[src/common/msu_consts.svh]
// Timing counts and field constants for the multiply and saturate unit
`ifndef MSU_CONSTS_SVH
`define MSU_CONSTS_SVH
// ****************************************
// Cycle counts per class, without interlock
// ****************************************
`define MSU_CYC_WORD        4'h2
`define MSU_CYC_WORD_FLAGS  4'h4
`define MSU_CYC_LONG        4'h3
`define MSU_CYC_LONG_FLAGS  4'h5
`define MSU_CYC_HALF        4'h1
`define MSU_CYC_HALF_LONG   4'h2
`define MSU_CYC_SAT         4'h1
`define MSU_CYC_OTHER       4'h1
`define MSU_CYC_INTERLOCK   4'h1
`define MSU_BUS_IDLE        4'ha
// ****************************************
// Multiplier stepping
// ****************************************
`define MSU_STEP_BITS       7'h10
`define MSU_STEPS_WIDE      2'h2
`define MSU_STEPS_NARROW    2'h1
`define MSU_SAT_MAX         32'h7fffffff
`define MSU_SAT_MIN         32'h80000000
`endif

[src/common/msu_pkg.sv]
// Types shared by the multiply and saturate unit
`default_nettype none
package msu_pkg;
  typedef enum logic [2:0] {
    msu_word      = 3'h0,
    msu_long      = 3'h1,
    msu_half      = 3'h2,
    msu_word_half = 3'h3,
    msu_half_long = 3'h4,
    msu_sat       = 3'h5,
    msu_other     = 3'h6
  } msu_op_t;

  typedef enum logic [1:0] {
    msu_idle = 2'b01,
    msu_run  = 2'b10
  } msu_state_t;

  typedef struct packed {
    msu_op_t    op;
    logic       set_flags;
    logic       accumulate;
    logic       is_signed;
    logic       subtract;
    logic       doubling;
    logic       x_top;
    logic       y_top;
    logic       compressed;
    logic [3:0] dst_lo;
    logic [3:0] dst_hi;
    logic       dst_hi_en;
    logic [3:0] src_a;
    logic [3:0] src_b;
    logic [3:0] src_c;
    logic [3:0] src_c_hi;
    logic       use_a;
    logic       use_b;
    logic       use_c;
    logic       use_c_hi;
  } msu_issue_t;

  typedef struct packed {
    logic [31:0] a_bus;
    logic [31:0] b_bus;
    logic [31:0] c_bus;
    logic [31:0] c_hi_bus;
  } msu_oper_t;

  typedef struct packed {
    logic fetch_request_n;
    logic fetch_sequential;
    logic load_store_request_n;
    logic load_store_sequential;
  } msu_bus_t;
endpackage
`default_nettype wire

[src/rtl/msu_core.sv]
// Multiply and saturating arithmetic unit with cycle timing and interlocks
// Function
// - All multiply cycles but the last are internal; the last fetches sequentially.
// - Execute reads A and B buses, sums partial products sixteen multiplier bits per cycle.
// - Memory adds partial product, optional C-bus accumulate and previous-step feedback.
// - In compressed state only flag-setting word multiply and accumulate are accepted.
// - Multiply result valid after Memory; dependent next instruction stalls until then.
// - Next multiply-accumulate using the result as accumulator is not stalled.
// - Plain word multiply takes 2 cycles, 3 when interlocked; earlier cycles internal.
// - Flag-setting word multiply always takes four cycles and never stalls successors.
// - Plain long multiplies take 3 cycles, 4 when interlocked.
// - Flag-setting long multiplies always take five cycles and never stall successors.
// - Halfword and word-by-halfword forms take 1 cycle, 2 with internal first when stalled.
// - Halfword product with long accumulate takes 2 cycles, 3 when interlocked.
// - Saturating add, subtract and doubling forms take one cycle, 2 when interlocked, full-width state only.
// - Successor needing saturating result in first Execute stalls one cycle.
// - Successor needing saturating result only in first Memory is not stalled.
`include "msu_consts.svh"
`default_nettype none
module msu_core #(
  parameter int CNT_W = 4
) (
  input  wire logic               clk_i,
  input  wire logic               sys_rst_i,
  input  wire logic               issue_valid_i,
  input  wire msu_pkg::msu_issue_t issue_i,
  input  wire msu_pkg::msu_oper_t oper_i,
  input  wire logic [31:0]        prefetch_addr_i,
  output logic                    ready_o,
  output logic                    stall_o,
  output logic                    illegal_o,
  output msu_pkg::msu_bus_t       bus_o,
  output logic [31:0]             fetch_addr_o,
  output logic [63:0]             result_o,
  output logic                    result_valid_o,
  output logic [1:0]              flags_o,
  output logic                    saturated_o
);
  generate
    if (CNT_W < 3) begin : g_chk
      $error("CNT_W too small for the cycle counts");
    end
  endgenerate

  // ****************************************
  // Control state
  // ****************************************
  msu_pkg::msu_state_t state;
  msu_pkg::msu_state_t next_state;
  logic [CNT_W-1:0]    cnt;
  logic [CNT_W-1:0]    next_cnt;
  msu_pkg::msu_issue_t cur;
  msu_pkg::msu_issue_t next_cur;
  logic                waiting;
  logic                next_waiting;
  logic [1:0]          step;
  logic [1:0]          next_step;
  logic                pend_valid;
  logic                next_pend_valid;
  logic                pend_sat;
  logic                next_pend_sat;
  logic [3:0]          pend_lo;
  logic [3:0]          next_pend_lo;
  logic [3:0]          pend_hi;
  logic [3:0]          next_pend_hi;
  logic                pend_hi_en;
  logic                next_pend_hi_en;
  logic                next_ready;
  logic                next_stall;
  logic                next_illegal;
  msu_pkg::msu_bus_t   next_bus;
  logic [31:0]         next_fetch_addr;

  logic                accept;
  logic                legal;
  logic                hit_ex;
  logic                hit_mem;
  logic                is_mult;
  logic                interlock;
  logic [CNT_W-1:0]    base_cyc;
  logic                last;

  function automatic logic hit(input logic [3:0] r, input logic [3:0] lo,
                               input logic [3:0] hi, input logic hi_en);
    hit = (r == lo) || (hi_en && (r == hi));
  endfunction

  always_comb begin
    accept   = issue_valid_i && ready_o;
    is_mult  = issue_i.op != msu_pkg::msu_sat && issue_i.op != msu_pkg::msu_other;
    legal    = !issue_i.compressed ||
               (issue_i.op == msu_pkg::msu_word && issue_i.set_flags);
    hit_ex   = (issue_i.use_a && hit(issue_i.src_a, pend_lo, pend_hi, pend_hi_en)) ||
               (issue_i.use_b && hit(issue_i.src_b, pend_lo, pend_hi, pend_hi_en));
    hit_mem  = (issue_i.use_c && hit(issue_i.src_c, pend_lo, pend_hi, pend_hi_en)) ||
               (issue_i.use_c_hi && hit(issue_i.src_c_hi, pend_lo, pend_hi, pend_hi_en));
    interlock = pend_valid && !(is_mult && issue_i.set_flags) &&
                (hit_ex ||
                 (!pend_sat && hit_mem &&
                  !(is_mult && issue_i.accumulate)));
    unique case (issue_i.op)
      msu_pkg::msu_word:
        base_cyc = issue_i.set_flags ? CNT_W'(`MSU_CYC_WORD_FLAGS)
                                     : CNT_W'(`MSU_CYC_WORD);
      msu_pkg::msu_long:
        base_cyc = issue_i.set_flags ? CNT_W'(`MSU_CYC_LONG_FLAGS)
                                     : CNT_W'(`MSU_CYC_LONG);
      msu_pkg::msu_half,
      msu_pkg::msu_word_half: base_cyc = CNT_W'(`MSU_CYC_HALF);
      msu_pkg::msu_half_long: base_cyc = CNT_W'(`MSU_CYC_HALF_LONG);
      msu_pkg::msu_sat:       base_cyc = CNT_W'(`MSU_CYC_SAT);
      default:                base_cyc = CNT_W'(`MSU_CYC_OTHER);
    endcase
    last = state == msu_pkg::msu_run && cnt == CNT_W'(1);

    next_state      = state;
    next_cnt        = cnt;
    next_cur        = cur;
    next_waiting    = 1'b0;
    next_step       = step;
    next_pend_valid = pend_valid;
    next_pend_sat   = pend_sat;
    next_pend_lo    = pend_lo;
    next_pend_hi    = pend_hi;
    next_pend_hi_en = pend_hi_en;
    next_illegal    = 1'b0;
    next_fetch_addr = fetch_addr_o;
    if (state == msu_pkg::msu_run) begin
      next_cnt = cnt - CNT_W'(1);
      if (!waiting && step != 2'h3) begin
        next_step = step + 2'h1;
      end
      if (last) begin
        next_state      = msu_pkg::msu_idle;
        next_pend_valid = 1'b0;
      end
    end
    if (accept) begin
      next_pend_valid = 1'b0;
      if (!legal) begin
        next_illegal = 1'b1;
      end else begin
        next_state      = msu_pkg::msu_run;
        next_cur        = issue_i;
        next_step       = 2'h0;
        next_waiting    = interlock;
        next_cnt        = base_cyc + (interlock ? CNT_W'(`MSU_CYC_INTERLOCK) : '0);
        next_fetch_addr = prefetch_addr_i;
        next_pend_valid = !(is_mult && issue_i.set_flags) &&
                          issue_i.op != msu_pkg::msu_other;
        next_pend_sat   = issue_i.op == msu_pkg::msu_sat;
        next_pend_lo    = issue_i.dst_lo;
        next_pend_hi    = issue_i.dst_hi;
        next_pend_hi_en = issue_i.dst_hi_en;
      end
    end
    next_ready = next_state == msu_pkg::msu_idle || next_cnt == CNT_W'(1);
    next_stall = next_waiting;
    next_bus.fetch_request_n       = !(next_state == msu_pkg::msu_run &&
                                       next_cnt == CNT_W'(1));
    next_bus.fetch_sequential      = !next_bus.fetch_request_n;
    next_bus.load_store_request_n  = 1'b1;
    next_bus.load_store_sequential = 1'b0;
  end

  always_ff @(posedge clk_i or posedge sys_rst_i) begin
    if (sys_rst_i) begin
      state        <= msu_pkg::msu_idle;
      cnt          <= '0;
      cur          <= '0;
      waiting      <= 1'b0;
      step         <= 2'h0;
      pend_valid   <= 1'b0;
      pend_sat     <= 1'b0;
      pend_lo      <= 4'h0;
      pend_hi      <= 4'h0;
      pend_hi_en   <= 1'b0;
      ready_o      <= 1'b1;
      stall_o      <= 1'b0;
      illegal_o    <= 1'b0;
      bus_o        <= `MSU_BUS_IDLE;
      fetch_addr_o <= 32'h00000000;
    end else begin
      state        <= next_state;
      cnt          <= next_cnt;
      cur          <= next_cur;
      waiting      <= next_waiting;
      step         <= next_step;
      pend_valid   <= next_pend_valid;
      pend_sat     <= next_pend_sat;
      pend_lo      <= next_pend_lo;
      pend_hi      <= next_pend_hi;
      pend_hi_en   <= next_pend_hi_en;
      ready_o      <= next_ready;
      stall_o      <= next_stall;
      illegal_o    <= next_illegal;
      bus_o        <= next_bus;
      fetch_addr_o <= next_fetch_addr;
    end
  end

  // ****************************************
  // Datapath
  // ****************************************
  msu_pkg::msu_oper_t opr;
  msu_pkg::msu_oper_t next_opr;
  logic [63:0]        pacc;
  logic [63:0]        next_pacc;
  logic [63:0]        next_result;
  logic               next_result_valid;
  logic [1:0]         next_flags;
  logic               next_saturated;

  logic [1:0]         nsteps;
  logic [32:0]        mcand;
  logic [16:0]        chunk;
  logic signed [49:0] part;
  logic [63:0]        part64;
  logic [63:0]        prod;
  logic [63:0]        acc;
  logic [63:0]        sum;
  logic [32:0]        dbl;
  logic [31:0]        sat_b;
  logic [32:0]        sat_sum;
  logic [31:0]        sat_res;
  logic               clip_b;
  logic               clip_r;

  function automatic logic [31:0] clamp(input logic [32:0] v, output logic clip);
    clip = v[32] != v[31];
    clamp = !clip ? v[31:0] : (v[32] ? `MSU_SAT_MIN : `MSU_SAT_MAX);
  endfunction

  always_comb begin
    nsteps = (cur.op == msu_pkg::msu_word || cur.op == msu_pkg::msu_long) ?
             `MSU_STEPS_WIDE : `MSU_STEPS_NARROW;
    // Multiplicand from the A bus, multiplier slice from the B bus
    if (cur.op == msu_pkg::msu_word || cur.op == msu_pkg::msu_long ||
        cur.op == msu_pkg::msu_word_half) begin
      mcand = {cur.is_signed && opr.a_bus[31], opr.a_bus};
    end else begin
      mcand = cur.x_top ? {{17{opr.a_bus[31]}}, opr.a_bus[31:16]}
                        : {{17{opr.a_bus[15]}}, opr.a_bus[15:0]};
    end
    if (nsteps == `MSU_STEPS_WIDE) begin
      chunk = step[0] ? {cur.is_signed && opr.b_bus[31], opr.b_bus[31:16]}
                      : {1'b0, opr.b_bus[15:0]};
    end else begin
      chunk = cur.y_top ? {opr.b_bus[31], opr.b_bus[31:16]}
                        : {opr.b_bus[15], opr.b_bus[15:0]};
    end
    part   = $signed(mcand) * $signed(chunk);
    part64 = (waiting || step >= nsteps) ? 64'h0 :
             {{14{part[49]}}, part} << (step[0] ? `MSU_STEP_BITS : 7'h00);
    prod   = pacc + part64;
    if (cur.op == msu_pkg::msu_word_half) begin
      prod = {{16{prod[63]}}, prod[63:16]};
    end
    if (cur.op == msu_pkg::msu_long || cur.op == msu_pkg::msu_half_long) begin
      acc = {opr.c_hi_bus, opr.c_bus};
    end else begin
      acc = {32'h00000000, opr.c_bus};
    end
    sum = prod + (cur.accumulate ? acc : 64'h0);

    dbl     = {opr.b_bus, 1'b0};
    sat_b   = clamp({opr.b_bus[31], dbl[31:0]}, clip_b);
    if (!cur.doubling) begin
      sat_b  = opr.b_bus;
      clip_b = 1'b0;
    end
    sat_sum = cur.subtract ? {opr.a_bus[31], opr.a_bus} - {sat_b[31], sat_b}
                           : {opr.a_bus[31], opr.a_bus} + {sat_b[31], sat_b};
    sat_res = clamp(sat_sum, clip_r);

    next_opr          = opr;
    next_pacc         = prod;
    next_result       = result_o;
    next_result_valid = 1'b0;
    next_flags        = flags_o;
    next_saturated    = 1'b0;
    if (accept && legal && !interlock) begin
      next_opr  = oper_i;
      next_pacc = 64'h0;
    end else if (waiting) begin
      next_opr  = oper_i;
      next_pacc = 64'h0;
    end
    if (last && cur.op != msu_pkg::msu_other) begin
      next_result_valid = 1'b1;
      if (cur.op == msu_pkg::msu_sat) begin
        next_result    = {32'h00000000, sat_res};
        next_saturated = clip_b || clip_r;
      end else if (cur.op == msu_pkg::msu_long || cur.op == msu_pkg::msu_half_long) begin
        next_result = sum;
        if (cur.set_flags) begin
          next_flags = {sum[63], sum == 64'h0};
        end
      end else begin
        next_result = {32'h00000000, sum[31:0]};
        if (cur.set_flags) begin
          next_flags = {sum[31], sum[31:0] == 32'h00000000};
        end
      end
    end
  end

  always_ff @(posedge clk_i or posedge sys_rst_i) begin
    if (sys_rst_i) begin
      opr            <= '0;
      pacc           <= 64'h0;
      result_o       <= 64'h0;
      result_valid_o <= 1'b0;
      flags_o        <= 2'h0;
      saturated_o    <= 1'b0;
    end else begin
      opr            <= next_opr;
      pacc           <= next_pacc;
      result_o       <= next_result;
      result_valid_o <= next_result_valid;
      flags_o        <= next_flags;
      saturated_o    <= next_saturated;
    end
  end
endmodule
`default_nettype wire

[config.mk]
export PLATFORM = sky130hd
export DESIGN_NAME = msu_core
export DESIGN_NICKNAME = d
export VERILOG_FILES = /design/src/common/msu_pkg.sv /design/src/rtl/msu_core.sv
export VERILOG_INCLUDE_DIRS = /design/src /design/src/common
export SDC_FILE = /design/constraint.sdc
export NUM_CORES = 2
export LEC_CHECK = 0
export BUFFER_PORTS_ARGS = -buffer_cell sky130_fd_sc_hd__buf_2
export CAP_MARGIN = 20
export CORE_UTILIZATION = 63
export CTS_CLUSTER_SIZE = 12
export DETAILED_ROUTE_END_ITERATION = 10
export PLACE_DENSITY = 0.92
export SLEW_MARGIN = 10
export SYNTH_ARGS = -nofsm -noshare
export SYNTH_HDL_FRONTEND = slang
export SYNTH_SLANG_ARGS = --single-unit
[constraint.sdc]
create_clock -name clk_i -period 24.2 [get_ports clk_i]
set_clock_uncertainty 0.1 [all_clocks]
set_input_delay 1.21 -clock clk_i [delete_from_list [all_inputs] [get_ports clk_i]]
set_output_delay 1.21 -clock clk_i [all_outputs]
set_load 0.005 [all_outputs]
==> metrics.txt <==
global-route usage over all layers 0.407; die width ~270 um; area of the multi-input gates between 0.03 and 0.04 mm^2; setup TNS 0 ns; Buf/Inv on CP 5; initial antenna violation count 4; #FFs+latches synth 326; area of the core 0.0688 mm^2; register area about 0.0082 mm^2; antenna viol nets, final 0; critical path class reg2reg; EDFF count, synth 0; Die H approximately 270 um; vias in the first global route 39.8k; Yosys warning count 0; total CTS buffers 37; # IOs 310; Std-Cell Rows 96; die area between 0.07 and 0.08 mm^2; Largest delay share family, worst path compound AO/OA/AOI/OAI gates; register area share after synthesis 0.186; clock latency on the worst-skew pair around 0.57 ns; top post-synthesis cells by area fa_1, dfrtp_1, nand2_1; Pre-antenna DRT Iters 7; post-synth top area cell fa_1; WL/cell around 22 um; RSZ-0062 raised after global routing false; nets 6529; DRT iter0 DRCs 4185; # Post-CTS Setup Buffers 0; crit-path most repeated cell a21o_1; GR Overflow Total 0; Worst Tran Pin Value between 1 and 1.5 ns; Cells after Synth around 5.4k; PortBufs ~310; Hold WS around 0.36 ns; H-tree Lvls 2; Vias/cell between 6 and 7; Remaining DRCs 0; Max Slew Vio Count 0; Post-Route WL 142000 um; Yosys cell types between 100 and 150; Final setup viols 0; status complete, no violations; Synth top area share 0.245; maximum fanout along the worst path 31; # clock sinks approximately 330; fillers between 5k and 6k; layout cells sized above 1 0.0934; CP Launch Type register; maximum achievable frequency 0.0577 GHz; final hold vios 0; largest net degree at the start of global routing 122; Crit path largest cell delay about 0.91 ns; CTS Hold Bufs 0; ys async rst share 1.00; Max-Cap Viols 0; crit path DAT roughly 18 ns; CTS root buffer clkbuf_16; starting density of the core 0.639; clock tree buffer depth 3; Max-Slew Margin vs Limit 0.194; Final min period about 17 ns; CTS tree done; Mapped Nets 6386; GPL Wtd Cong between 1 and 1.5; period utilisation layout 0.717; Post-Syn Area about 0.044 mm^2; number of cells upsized or downsized after cts 0; clock transition at the registers of the reported paths roughly 0.07 ns; first-pass GRT wire length roughly 220000 um; Worst EP required 24.59 ns; Worst Hold Class reg2reg; critical path endpoint category register; post-DP HPWL between 100000 and 150000 um; CP max-delay cell mux2i_4; Mean Syn Cell Area just over 8 um^2; Top FF cell, synth dfrtp_1; vias ~40k; Area Overhead vs Synth 7.73%
flip-flops by register name (all words and copies together), names as in the netlist, 2 cells and up:
register and flops:
state 2, bus_o 2, pacc 64, flags_o 2, cnt 4, cur 10, pend_lo 4, fetch_addr_o 32
step 2, pend_hi 4, result_o 64, opr 96, dbl 32
Yosys cell counts, types with 12 or more instances:
cell,n
nor2_1,493
fa_1,539
o21bai_1,21
xnor2_1,131
buf_1,26
or3_1,15
mux2i_1,45
a41oi_1,13
a31oi_1,48
ha_1,287
o31ai_1,19
dfrtp_1,323
xor2_1,125
a21oi_1,243
nand3_1,52
o211ai_1,12
nor3_1,59
o21ai_1,23
a21o_1,104
nand4_1,42
nand2b_1,51
o21a_1,49
a21boi_0,13
clkbuf_1,204
o21ai_0,212
a22o_1,26
nand2_1,1108
a211oi_1,29
mux2_2,29
and2_1,107
nor4_1,15
nor2b_1,48
inv_1,615
and3_1,57
cell type report:
class                   instances  area share
multi-input cells            4169       0.689
flip-flops and latches        326       0.172
inverters                     615      0.0489
clock inverters                12     0.00304
clock buffers                  51      0.0221
diodes                          4    0.000211
well taps                     931      0.0246
repair buffers                351      0.0394
cells in the final DEF (no fill, tap or decap), types with 58 or more instances in the layout:
cell type and instances:
ha_1 287, buf_2 307, nand2_1 1108, a21o_1 103
and2_1 107, nor2_1 492, xor2_1 125, a21oi_1 240
inv_1 614, xnor2_1 131, fa_1 539, o21ai_0 211
nor3_1 58, dfrtp_1 321
routing by layer:
| layer | share of wire | track usage |
|---|---|---|
| met1 | 0.37 | 0.525 |
| met2 | 0.44 | 0.623 |
| met3 | 0.11 | 0.0899 |
| met4 | 0.076 | 0.253 |
| met5 | 0.00023 | 0 |
kinds of logic after synthesis:
kind of cell               Yosys count  synth area share
buffers and inverters              862            0.0747
DFF                                326             0.186
adders and majority gates          826             0.327
xor gates and xnor gates           258            0.0521
other                                2          0.000171
and+or+nand+nor                   2092             0.207
muxes                               74            0.0177
AOI/OAI and AO/OA                  917             0.136
worst register-to-register path: cells and delay by family, from the launching register on:
family | cells | cell delay [ns]
compound gates | 30 | 7.35
xor+xnor | 4 | 0.96
fa+ha+maj | 9 | 4.14
buf+inv | 5 | 0.64
flops | 1 | 0.46
mux | 2 | 1.26
simple gates | 8 | 2.36
final timing paths:
check	from	end	slack, ns	cells past startpoint
min reg2reg	opr[28]	opr[28]	0.36	2
min in group asynchronous	sys_rst_i	result_o[61]	0.68	2
max in group asynchronous	sys_rst_i	cur[32]	20.85	4
max	cur[38]	flags_o[0]	6.86	58
max reg2reg	cur[38]	flags_o[0]	6.86	58
min	opr[28]	opr[28]	0.36	2
metrics by stage:
| step | std cells | setup WS [ns] | util | area [um^2] |
|---|---|---|---|---|
| 2_1_floorplan | 5357 | 9.50 | - | 44000 |
| 3_3_place_gp | 6389 | 7.70 | 0.670 | 46100 |
| 3_5_place_dp | 6389 | 7.30 | 0.670 | 46100 |
| 4_1_cts | 6452 | 7.13 | 0.688 | 47300 |
| 5_1_grt | 6457 | 5.97 | 0.688 | 47300 |
| 6_report | 6459 | 6.86 | 0.688 | 47400 |
Power is not shown: default switching activity piles up to over one toggle a cycle in this logic, so the estimate is an artifact.
